===== config.mk =====
export PLATFORM = sky130hd
export DESIGN_NAME = cfg_regs
export DESIGN_NICKNAME = d
export VERILOG_FILES = /design/src/rtl/cfg_regs_pkg.sv /design/src/rtl/ms_tick.sv /design/src/rtl/wd_timer.sv /design/src/rtl/cfg_regs.sv
export SDC_FILE = /design/constraint.sdc
export NUM_CORES = 1
export LEC_CHECK = 0
export BUFFER_PORTS_ARGS = -buffer_cell sky130_fd_sc_hd__buf_2
export CAP_MARGIN = 10
export CORE_AREA = 2 2 109 111
export DETAILED_ROUTE_END_ITERATION = 16
export DIE_AREA = 0 0 111 113
export GPL_ROUTABILITY_DRIVEN = 0
export PLACE_DENSITY = 0.77
export SETUP_SLACK_MARGIN = 0.3
export SYNTH_ARGS = -nofsm -noshare
export SYNTH_HDL_FRONTEND = slang
export SYNTH_HIERARCHICAL = 1
export SYNTH_SLANG_ARGS = --single-unit

===== constraint.sdc =====
create_clock -name core_clk -period 2.6 [get_ports core_clk]
set_clock_uncertainty 0.2 [all_clocks]
set_input_delay 0.13 -clock core_clk [delete_from_list [all_inputs] [get_ports core_clk]]
set_output_delay 0.13 -clock core_clk [all_outputs]
set_load 0.01 [all_outputs]

===== src/rtl/cfg_regs_pkg.sv =====
/*
 * constants for the converter control register bank: offsets, field positions,
 * reset values and timing counts.
 * assumes a 200 MHz core clock and a 16-bit register word.
 */
`default_nettype none
package cfg_regs_pkg;
	localparam int          DATA_W          = 16;
	localparam int          ADDR_W          = 8;
	// register offsets
	localparam logic [7:0]  OFS_RESET       = 8'h01;
	localparam logic [7:0]  OFS_RESET_CFG   = 8'h02;
	localparam logic [7:0]  OFS_CHAN_SEL    = 8'h03;
	localparam logic [7:0]  OFS_OUT_CFG     = 8'h04;
	localparam logic [7:0]  OFS_DATA        = 8'h05;
	localparam logic [7:0]  OFS_STATUS      = 8'h0b;
	// reset and clear values
	localparam logic [15:0] RST_ZERO        = 16'h0000;
	localparam logic [15:0] RST_STATUS      = 16'h1000;
	localparam logic [15:0] MID_SCALE       = 16'h8000;
	// reset-config fields
	localparam int          B_ID_A          = 12;
	localparam int          B_ID_B          = 11;
	localparam int          B_ID_C          = 10;
	localparam int          B_CLR_EN        = 9;
	localparam int          B_REF_EN        = 4;
	localparam int          B_TRANSP        = 3;
	localparam int          B_SW_CLR        = 2;
	localparam int          B_POC           = 1;
	localparam int          B_LOOP          = 0;
	localparam logic [15:0] MASK_RESET_CFG  = 16'h1e1f;
	// channel select fields
	localparam int          B_CLR_SEL       = 9;
	localparam int          B_CHAN          = 5;
	localparam int          B_SDO_DIS       = 4;
	localparam int          B_FRAME_CHK     = 3;
	localparam int          B_WD_PER_HI     = 2;
	localparam int          B_WD_PER_LO     = 1;
	localparam int          B_WD_EN         = 0;
	localparam logic [15:0] MASK_CHAN_SEL   = 16'h023f;
	// status fields
	localparam int          B_TOGGLE        = 6;
	// software reset bit
	localparam int          B_SW_RST        = 0;
	// watchdog periods in ms and the core clock
	localparam int          CLK_MHZ         = 200;
	localparam int          WD_MS_0         = 10;
	localparam int          WD_MS_1         = 51;
	localparam int          WD_MS_2         = 102;
	localparam int          WD_MS_3         = 204;
	localparam int          MS_CYCLES       = CLK_MHZ * 1000;
endpackage : cfg_regs_pkg
`default_nettype wire


===== src/rtl/ms_tick.sv =====
/*
 * divider giving a one-cycle enable pulse once per millisecond.
 * assumes a single core clock; the count is a parameter so a bench may shorten it.
 */
`default_nettype none
module ms_tick
	import cfg_regs_pkg::*;
#(
	parameter int TICK_CYCLES = MS_CYCLES
) (
	// clock and reset
	input  wire logic core_clk,
	input  wire logic rst_b,
	// tick out
	output logic      tick
);
	logic [31:0] count;

	// free-running divider
	always_ff @(posedge core_clk or negedge rst_b) begin
		if (!rst_b) begin
			count <= '0;
			tick  <= 1'b0;
		end else if (count == 32'(TICK_CYCLES - 1)) begin
			count <= '0;
			tick  <= 1'b1;
		end else begin
			count <= count + 32'd1;
			tick  <= 1'b0;
		end
	end
endmodule : ms_tick
`default_nettype wire


===== src/rtl/wd_timer.sv =====
/*
 * watchdog counting milliseconds against a selectable period.
 * assumes a one-cycle millisecond tick and a kick pulse from the register bank.
 */
`default_nettype none
module wd_timer
	import cfg_regs_pkg::*;
(
	// clock and reset
	input  wire logic       core_clk,
	input  wire logic       rst_b,
	// control
	input  wire logic       enable,
	input  wire logic [1:0] period_sel,
	input  wire logic       ms_en,
	input  wire logic       kick,
	// result
	output logic            expired
);
	logic [7:0] ms_count;
	logic [7:0] limit;

	// period decode
	always_comb begin
		unique case (period_sel)
			2'b00: limit = 8'(WD_MS_0);
			2'b01: limit = 8'(WD_MS_1);
			2'b10: limit = 8'(WD_MS_2);
			2'b11: limit = 8'(WD_MS_3);
		endcase
	end

	// count while enabled; expiry sticks until kicked or disabled
	always_ff @(posedge core_clk or negedge rst_b) begin
		if (!rst_b) begin
			ms_count <= '0;
			expired  <= 1'b0;
		end else if (!enable || kick) begin
			ms_count <= '0;
			expired  <= 1'b0;
		end else if (ms_en && !expired) begin
			if (ms_count == limit - 8'd1) begin
				expired <= 1'b1;
			end
			ms_count <= ms_count + 8'd1;
		end
	end
endmodule : wd_timer
`default_nettype wire


===== src/rtl/cfg_regs.sv =====
/*
 * control register bank of a single-channel 16-bit output converter: reset
 * config, channel select, output configuration, converter data, status toggle,
 * software reset, clear sequencing and a watchdog.
 * assumes a same-clock register port with read data one cycle after the strobe;
 * the hardware clear input is an asynchronous pin and is synchronised here.
 * every control output lags its register by one cycle, so downstream analog
 * logic sees a clean flop edge; software must allow for that cycle.
 * the status word models only its base value and the loopback toggle; the
 * millisecond divider count is a parameter so a bench can shorten it.
 */
`default_nettype none
module cfg_regs
	import cfg_regs_pkg::*;
#(
	parameter int MS_TICK_CYCLES = MS_CYCLES
) (
	// clock and reset
	input  wire logic              core_clk,
	input  wire logic              rst_b,
	// register port
	input  wire logic [ADDR_W-1:0] reg_addr,
	input  wire logic [DATA_W-1:0] reg_wdata,
	input  wire logic              reg_wr,
	input  wire logic              reg_rd,
	output logic      [DATA_W-1:0] reg_rdata,
	// pins
	input  wire logic              hw_clear_b,
	// user id bits
	output logic                   user_id_bit_a,
	output logic                   user_id_bit_b,
	output logic                   user_id_bit_c,
	// analog and serial controls
	output logic                   internal_ref_enable,
	output logic                   transparent_mode_enable,
	output logic                   power_off_condition_select,
	output logic                   serial_out_disable,
	output logic                   frame_check_enable,
	output logic                   watchdog_expired,
	// output stage configuration
	output logic      [1:0]        short_limit_field,
	output logic                   modem_enable,
	output logic                   output_enable_bit,
	output logic      [3:0]        slew_clock_rate,
	output logic      [2:0]        slew_step_size,
	output logic                   slew_enable,
	output logic      [3:0]        output_range,
	// converter code
	output logic      [DATA_W-1:0] converter_code
);
	logic [DATA_W-1:0] reset_configuration;
	logic [DATA_W-1:0] channel_select_control;
	logic [DATA_W-1:0] output_configuration;
	logic [DATA_W-1:0] data_word;
	logic              loopback_status_toggle;
	logic              sw_reset_pend;
	logic              clr_sync_0;
	logic              clr_sync_1;
	logic              clr_prev;
	logic              ms_en;
	logic              wd_exp;
	logic              wd_kick;
	logic              wr_reset_cfg;
	logic              wr_chan_sel;
	logic              wr_out_cfg;
	logic              wr_data;
	logic              hw_clear_evt;
	logic              clear_now;
	logic [DATA_W-1:0] clear_value;

	// write decode
	assign wr_reset_cfg = reg_wr && (reg_addr == OFS_RESET_CFG);
	assign wr_chan_sel  = reg_wr && (reg_addr == OFS_CHAN_SEL);
	assign wr_out_cfg   = reg_wr && (reg_addr == OFS_OUT_CFG);
	assign wr_data      = reg_wr && (reg_addr == OFS_DATA);
	// any register access restarts the watchdog, as a live host would
	assign wd_kick      = reg_wr || reg_rd;

	// clear pin: two flops; they reset to the pin's idle level (high, inverted
	// here), so releasing reset never looks like a clear edge
	always_ff @(posedge core_clk or negedge rst_b) begin
		if (!rst_b) begin
			clr_sync_0 <= 1'b0;
			clr_sync_1 <= 1'b0;
		end else begin
			clr_sync_0 <= ~hw_clear_b;
			clr_sync_1 <= clr_sync_0;
		end
	end

	// edge history reads the second flop only, never the metastable first
	always_ff @(posedge core_clk or negedge rst_b) begin
		if (!rst_b) begin
			clr_prev <= 1'b0;
		end else begin
			clr_prev <= clr_sync_1;
		end
	end
	assign hw_clear_evt = clr_sync_1 && !clr_prev;

	// clear honoured only when enabled; software clear pends in bit 2 for one cycle
	// the target select is used as it stands in the cycle the clear acts
	assign clear_now   = reset_configuration[B_CLR_EN] &&
		(hw_clear_evt || reset_configuration[B_SW_CLR]);
	assign clear_value = channel_select_control[B_CLR_SEL] ? MID_SCALE : RST_ZERO;

	// software reset request: the bit reads 1 for the single cycle before it acts
	always_ff @(posedge core_clk or negedge rst_b) begin
		if (!rst_b) begin
			sw_reset_pend <= 1'b0;
		end else begin
			sw_reset_pend <= reg_wr && (reg_addr == OFS_RESET) && reg_wdata[B_SW_RST];
		end
	end

	// reset config register; power-off bit survives software reset
	// a write of the clear bit outranks its self-clear, so a repeated clear is not lost
	always_ff @(posedge core_clk or negedge rst_b) begin
		if (!rst_b) begin
			reset_configuration <= RST_ZERO;
		end else if (sw_reset_pend) begin
			reset_configuration          <= RST_ZERO;
			reset_configuration[B_POC]   <= reset_configuration[B_POC];
		end else if (wr_reset_cfg) begin
			reset_configuration <= reg_wdata & MASK_RESET_CFG;
		end else if (reset_configuration[B_SW_CLR]) begin
			// clear lasts one cycle, so the bit returns low right after
			reset_configuration[B_SW_CLR] <= 1'b0;
		end
	end

	// channel select register
	always_ff @(posedge core_clk or negedge rst_b) begin
		if (!rst_b) begin
			channel_select_control <= RST_ZERO;
		end else if (sw_reset_pend) begin
			channel_select_control <= RST_ZERO;
		end else if (wr_chan_sel) begin
			channel_select_control <= reg_wdata & MASK_CHAN_SEL;
		end
	end

	// output configuration register, every bit is a field
	always_ff @(posedge core_clk or negedge rst_b) begin
		if (!rst_b) begin
			output_configuration <= RST_ZERO;
		end else if (sw_reset_pend) begin
			output_configuration <= RST_ZERO;
		end else if (wr_out_cfg) begin
			output_configuration <= reg_wdata;
		end
	end

	// converter data; a clear wins over a write in the same cycle
	// so a host write racing a clear pin edge is dropped and must be repeated
	always_ff @(posedge core_clk or negedge rst_b) begin
		if (!rst_b) begin
			data_word <= RST_ZERO;
		end else if (sw_reset_pend) begin
			data_word <= RST_ZERO;
		end else if (clear_now) begin
			data_word <= clear_value;
		end else if (wr_data) begin
			data_word <= reg_wdata;
		end
	end

	// status toggle follows the loopback bit
	// one cycle late, like the other registered mirrors of this register
	always_ff @(posedge core_clk or negedge rst_b) begin
		if (!rst_b) begin
			loopback_status_toggle <= 1'b0;
		end else begin
			loopback_status_toggle <= reset_configuration[B_LOOP];
		end
	end

	// millisecond enable for the watchdog
	ms_tick #(
		.TICK_CYCLES (MS_TICK_CYCLES)
	) u_ms_tick (
		.core_clk (core_clk),
		.rst_b    (rst_b),
		.tick     (ms_en)
	);

	// watchdog, period and enable from the select register
	// disabling it also drops a pending expiry, so a stale flag never survives
	wd_timer u_wd_timer (
		.core_clk   (core_clk),
		.rst_b      (rst_b),
		.enable     (channel_select_control[B_WD_EN]),
		.period_sel (channel_select_control[B_WD_PER_HI:B_WD_PER_LO]),
		.ms_en      (ms_en),
		.kick       (wd_kick),
		.expired    (wd_exp)
	);

	// read mux; unmapped offsets read zero
	// the data returns to zero between reads so a stray sample shows nothing
	always_ff @(posedge core_clk or negedge rst_b) begin
		if (!rst_b) begin
			reg_rdata <= RST_ZERO;
		end else if (reg_rd) begin
			unique case (reg_addr)
				OFS_RESET_CFG: reg_rdata <= reset_configuration;
				OFS_CHAN_SEL:  reg_rdata <= channel_select_control;
				OFS_OUT_CFG:   reg_rdata <= output_configuration;
				OFS_DATA:      reg_rdata <= data_word;
				OFS_STATUS:    reg_rdata <= RST_STATUS | (16'(loopback_status_toggle) << B_TOGGLE);
				OFS_RESET:     reg_rdata <= 16'(sw_reset_pend);
				default:       reg_rdata <= RST_ZERO;
			endcase
		end else begin
			reg_rdata <= RST_ZERO;
		end
	end

	// user id bits mirror the reset config register
	always_ff @(posedge core_clk or negedge rst_b) begin
		if (!rst_b) begin
			user_id_bit_a <= 1'b0;
			user_id_bit_b <= 1'b0;
			user_id_bit_c <= 1'b0;
		end else begin
			user_id_bit_a <= reset_configuration[B_ID_A];
			user_id_bit_b <= reset_configuration[B_ID_B];
			user_id_bit_c <= reset_configuration[B_ID_C];
		end
	end

	// analog controls; the power-off select only matters at the next reset
	always_ff @(posedge core_clk or negedge rst_b) begin
		if (!rst_b) begin
			internal_ref_enable        <= 1'b0;
			power_off_condition_select <= 1'b0;
		end else begin
			internal_ref_enable        <= reset_configuration[B_REF_EN];
			power_off_condition_select <= reset_configuration[B_POC];
		end
	end

	// serial interface controls
	always_ff @(posedge core_clk or negedge rst_b) begin
		if (!rst_b) begin
			transparent_mode_enable <= 1'b0;
			serial_out_disable      <= 1'b0;
			frame_check_enable      <= 1'b0;
		end else begin
			transparent_mode_enable <= reset_configuration[B_TRANSP];
			serial_out_disable      <= channel_select_control[B_SDO_DIS];
			frame_check_enable      <= channel_select_control[B_FRAME_CHK];
		end
	end

	// watchdog flag
	always_ff @(posedge core_clk or negedge rst_b) begin
		if (!rst_b) begin
			watchdog_expired <= 1'b0;
		end else begin
			watchdog_expired <= wd_exp;
		end
	end

	// output stage fields, packed in the register's own bit order
	always_ff @(posedge core_clk or negedge rst_b) begin
		if (!rst_b) begin
			short_limit_field <= '0;
			modem_enable      <= 1'b0;
			output_enable_bit <= 1'b0;
			slew_clock_rate   <= '0;
			slew_step_size    <= '0;
			slew_enable       <= 1'b0;
			output_range      <= '0;
		end else begin
			{short_limit_field, modem_enable, output_enable_bit, slew_clock_rate,
				slew_step_size, slew_enable, output_range} <= output_configuration;
		end
	end

	// converter code follows the data word
	always_ff @(posedge core_clk or negedge rst_b) begin
		if (!rst_b) begin
			converter_code <= RST_ZERO;
		end else begin
			converter_code <= data_word;
		end
	end
endmodule : cfg_regs
`default_nettype wire


==> summary.txt <==
Timing
  • Slew Limit Headroom: 0.255
  • RSZ-0062 raised after global routing: no
  • Final Critical Period: 2.15 ns
  • Endpoints failing setup: 0
  • Fmax: 0.465 GHz
  • Fin. Hold Viols: 0
  • Fin. max-slew vios: 0
  • Actual slew at the worst max-slew pin: 1.12 ns
  • Setup TNS: 0 ns
  • Final Cycle Share: 0.826

Clocking
  • Clk buf depth: 2
  • Clk pin slew, worst setup/hold paths: 0.07 ns
  • H-tree depth: 4
  • TritonCTS clock tree: yes
  • Root Driver: clkbuf_16
  • Post-CTS sizing: 0
  • CTS Sinks: 152
  • Clk_lat worst skew: 0.43 ns
  • Number of CTS-inserted buffers: 17

Critical path
  • Worst-path fanout max: 7
  • Slowest cell on crit path: dfrtp_1
  • Data arrival, critical path: 2.32 ns
  • Kind of critical path: reg -> reg
  • CP top delay family: compound AO/OA/AOI/OAI gates
  • CP peak stage delay: 0.47 ns
  • Bufs and invs on worst path: 1
  • CP required: 2.77 ns
  • Crit. End Element: register
  • Worst Setup Start Kind: register
  • Cells along the critical path: inv_1, ha_1, or3b_1, a2111oi_2, a32o_2

Finish
  • # fillers: 790
  • Nets: 670
  • Ant. Diodes: 0
  • Syn-to-layout area delta: 23.8%
  • Share of cells above drive strength 1: 0.260

Routing
  • Router iterations before antenna repair: 5
  • Number of DRC markers in iteration 0: 299
  • Routed Antenna Nets: 0
  • DRC Markers: 0
  • DR WL/cell: 18.2 um
  • Final WL: 14.4 mm
  • Vias per cell: 5.69
  • Via count: 4,491

Yosys
  • Synth cell types: 55
  • Post-synthesis mux area share: 0.0780
  • Syn Std Cell Area: 0.00629 mm^2
  • Seq/Total Area, Yosys: 0.605
  • Main combinational cell family by area after synthesis: simple AND/OR/NAND/NOR gates
  • Syn_nets: 546
  • Synthesized flop and latch total: 152
  • Count leader, synth: dfrtp_1
  • Synth Area in XOR/XNOR: 0.0501
  • EDFF count, synth: 0
  • Synth Area in Simple Gates: 0.168
  • Synth Flop Type: dfrtp_1
  • Mean Syn Cell Area: 12.4 um^2
  • Ys Warns: 6
  • Synth Area in Compound Gates: 0.0633
  • Synthesized instance count: 509
  • Async SR Flop Fraction: 1.00
  • Synthesized-area fraction occupied by adder cells: 0.0159
  • Post-synth top area share: 0.605
  • Synth top area cells: dfrtp_1 (60%), mux2i_1 (6.4%), nor2_1 (3.5%)
  • Synth area leader: dfrtp_1
  • Synth top cells by count: dfrtp_1 (152), nor2_1 (58), mux2i_1 (40), nand2_1 (22), xnor2_1 (21)

Power and ir drop
  • Combinational share of power: 0.052
  • Switching fraction of total power: 0.233
  • Final Power: 5.28 mW
  • Sequential share of power: 0.471
  • Clock share of power: 0.478
  • Worst vdd ir: 0.000504 V
  • Static Leakage: 4.01 nW
  • Cell internal pwr: 4.05 mW
  • Psw: 1.23 mW
  • Pwr per Cell Area: 678 mW/mm^2

Worst hold path
  • Hold Crit Class: in -> reg

Floorplan
  • Die area: 0.0125 mm^2
  • Initial Util: 0.558
  • Die H: 113 um
  • Io pins: 86
  • CORE AREA: 0.0113 mm^2
  • FP Rows: 39
  • Die width: 111 um

Global routing
  • First-pass GRT wire length: 23.8 mm
  • Largest net degree at the start of global routing: 76
  • All-Layer GR Usage: 0.245
  • Number of global-route vias before repair: 4,591
  • Grt total ovfl: 0
  • Initial antenna violation count: 0

Place
  • DP HPWL: 9.34 mm
  • Port Buf Inserts: 85

Job
  • Max Cap Viol: 0

Run status
  • Status: completed
-- power by group through the flow --
stage | Combinational, mW | Clock (mW) | Sequential (mW)
floorplan | 0.0870 | 0 | 2.53
global placement | 0.239 | 0 | 2.52
detailed placement | 0.247 | 0 | 2.52
CTS | 0.275 | 2.56 | 2.48
global route | 0.303 | 2.69 | 2.49
finish | 0.272 | 2.52 | 2.48
-- stage by stage --
| step | hold slack [ns] | worst slack (ns) | cell area, um^2 | std cells | utilization |
|---|---|---|---|---|---|
| after floorplan | -0.366 | 0.622 | 6290 | 509 | - |
| after global placement | 0.00298 | 0.480 | 6940 | 734 | 0.616 |
| after detailed placement | 0.0123 | 0.462 | 6940 | 734 | 0.616 |
| after CTS | 0.0115 | 0.443 | 7780 | 789 | 0.691 |
| after global routing | 0.0217 | 0.322 | 7780 | 789 | 0.691 |
| final | 0.0311 | 0.451 | 7780 | 789 | 0.691 |
-- flip-flops by register name, summed over array words and instances (netlist names), 7 cells and up --
name and cells:
reg_rdata 16, u_ms_tick/count 32, output_configuration 16, reset_configuration 9, channel_select_control 7, u_wd_timer/ms_count 8, converter_code 16, data_word 16
-- layout make-up --
| cell class | count | area [um^2] | area share |
|---|---|---|---|
| multi-input combinational | 332 | 2360 | 0.304 |
| timing repair buffer | 123 | 800 | 0.103 |
| clock buffer | 19 | 453 | 0.0582 |
| inverter | 7 | 26.3 | 0.00338 |
| clock inverter | 13 | 159 | 0.0204 |
| sequential | 152 | 3800 | 0.489 |
| tap | 143 | 179 | 0.0230 |
-- final timing paths --
| path | from | end | cells after the start | slack (ns) |
|---|---|---|---|---|
| worst max-delay path | channel_select_control[1] | u_wd_timer/expired | 5 | 0.45 |
| worst min-delay path | reg_addr[0] | reg_rdata[10] | 4 | 0.03 |
| worst max register to register | channel_select_control[1] | u_wd_timer/expired | 5 | 0.45 |
| worst min register to register | clr_sync_0 | clr_sync_1 | 0 | 0.17 |
| max in group asynchronous | rst_b | data_word[4] | 3 | 1.41 |
| min in group asynchronous | rst_b | u_wd_timer/ms_count[4] | 2 | 0.10 |
-- worst register-to-register path: cells and delay by family (launching register included) --
kind,cells,cell delay (ns)
AOI/OAI and AO/OA,2,0.59
DFF,1,0.47
and+or+nand+nor,1,0.37
adders and majority gates,1,0.33
buffers and inverters,1,0.13
-- cells by family after synthesis --
family | count (synthesis)
buf+inv | 25
fa+ha+maj | 8
simple gates | 185
mux | 48
xor+xnor | 36
flops | 152
compound gates | 55
-- layer usage --
| metal | global-route usage | share of wire |
|---|---|---|
| met1 | 0.321 | 0.42 |
| met2 | 0.396 | 0.50 |
| met3 | 0.0578 | 0.059 |
| met4 | 0.106 | 0.022 |
| met5 | 0 | 0 |
-- repair_timing --
action                                 4_1_cts  5_1_grt
endpoints found under the hold margin      131        0
hold buffers                                23        0
buffers inserted                             0        0
-- layout by cell type, fill, tap and decap left out, drive strengths merged, types with 14 or more instances in the layout --
master,synthesis,final
mux2i,40,40
buf,9,100
inv,7,14
nand2,22,22
dlygate4sd3,0,23
xnor2,21,21
a21oi,14,14
clkbuf,9,19
nor2,58,58
xor2,15,15
and3,15,15
nand4,15,15
dfrtp,152,152
nand3,14,14
a22o,15,15
No activity file was read; power rests on OpenSTA's default activity.
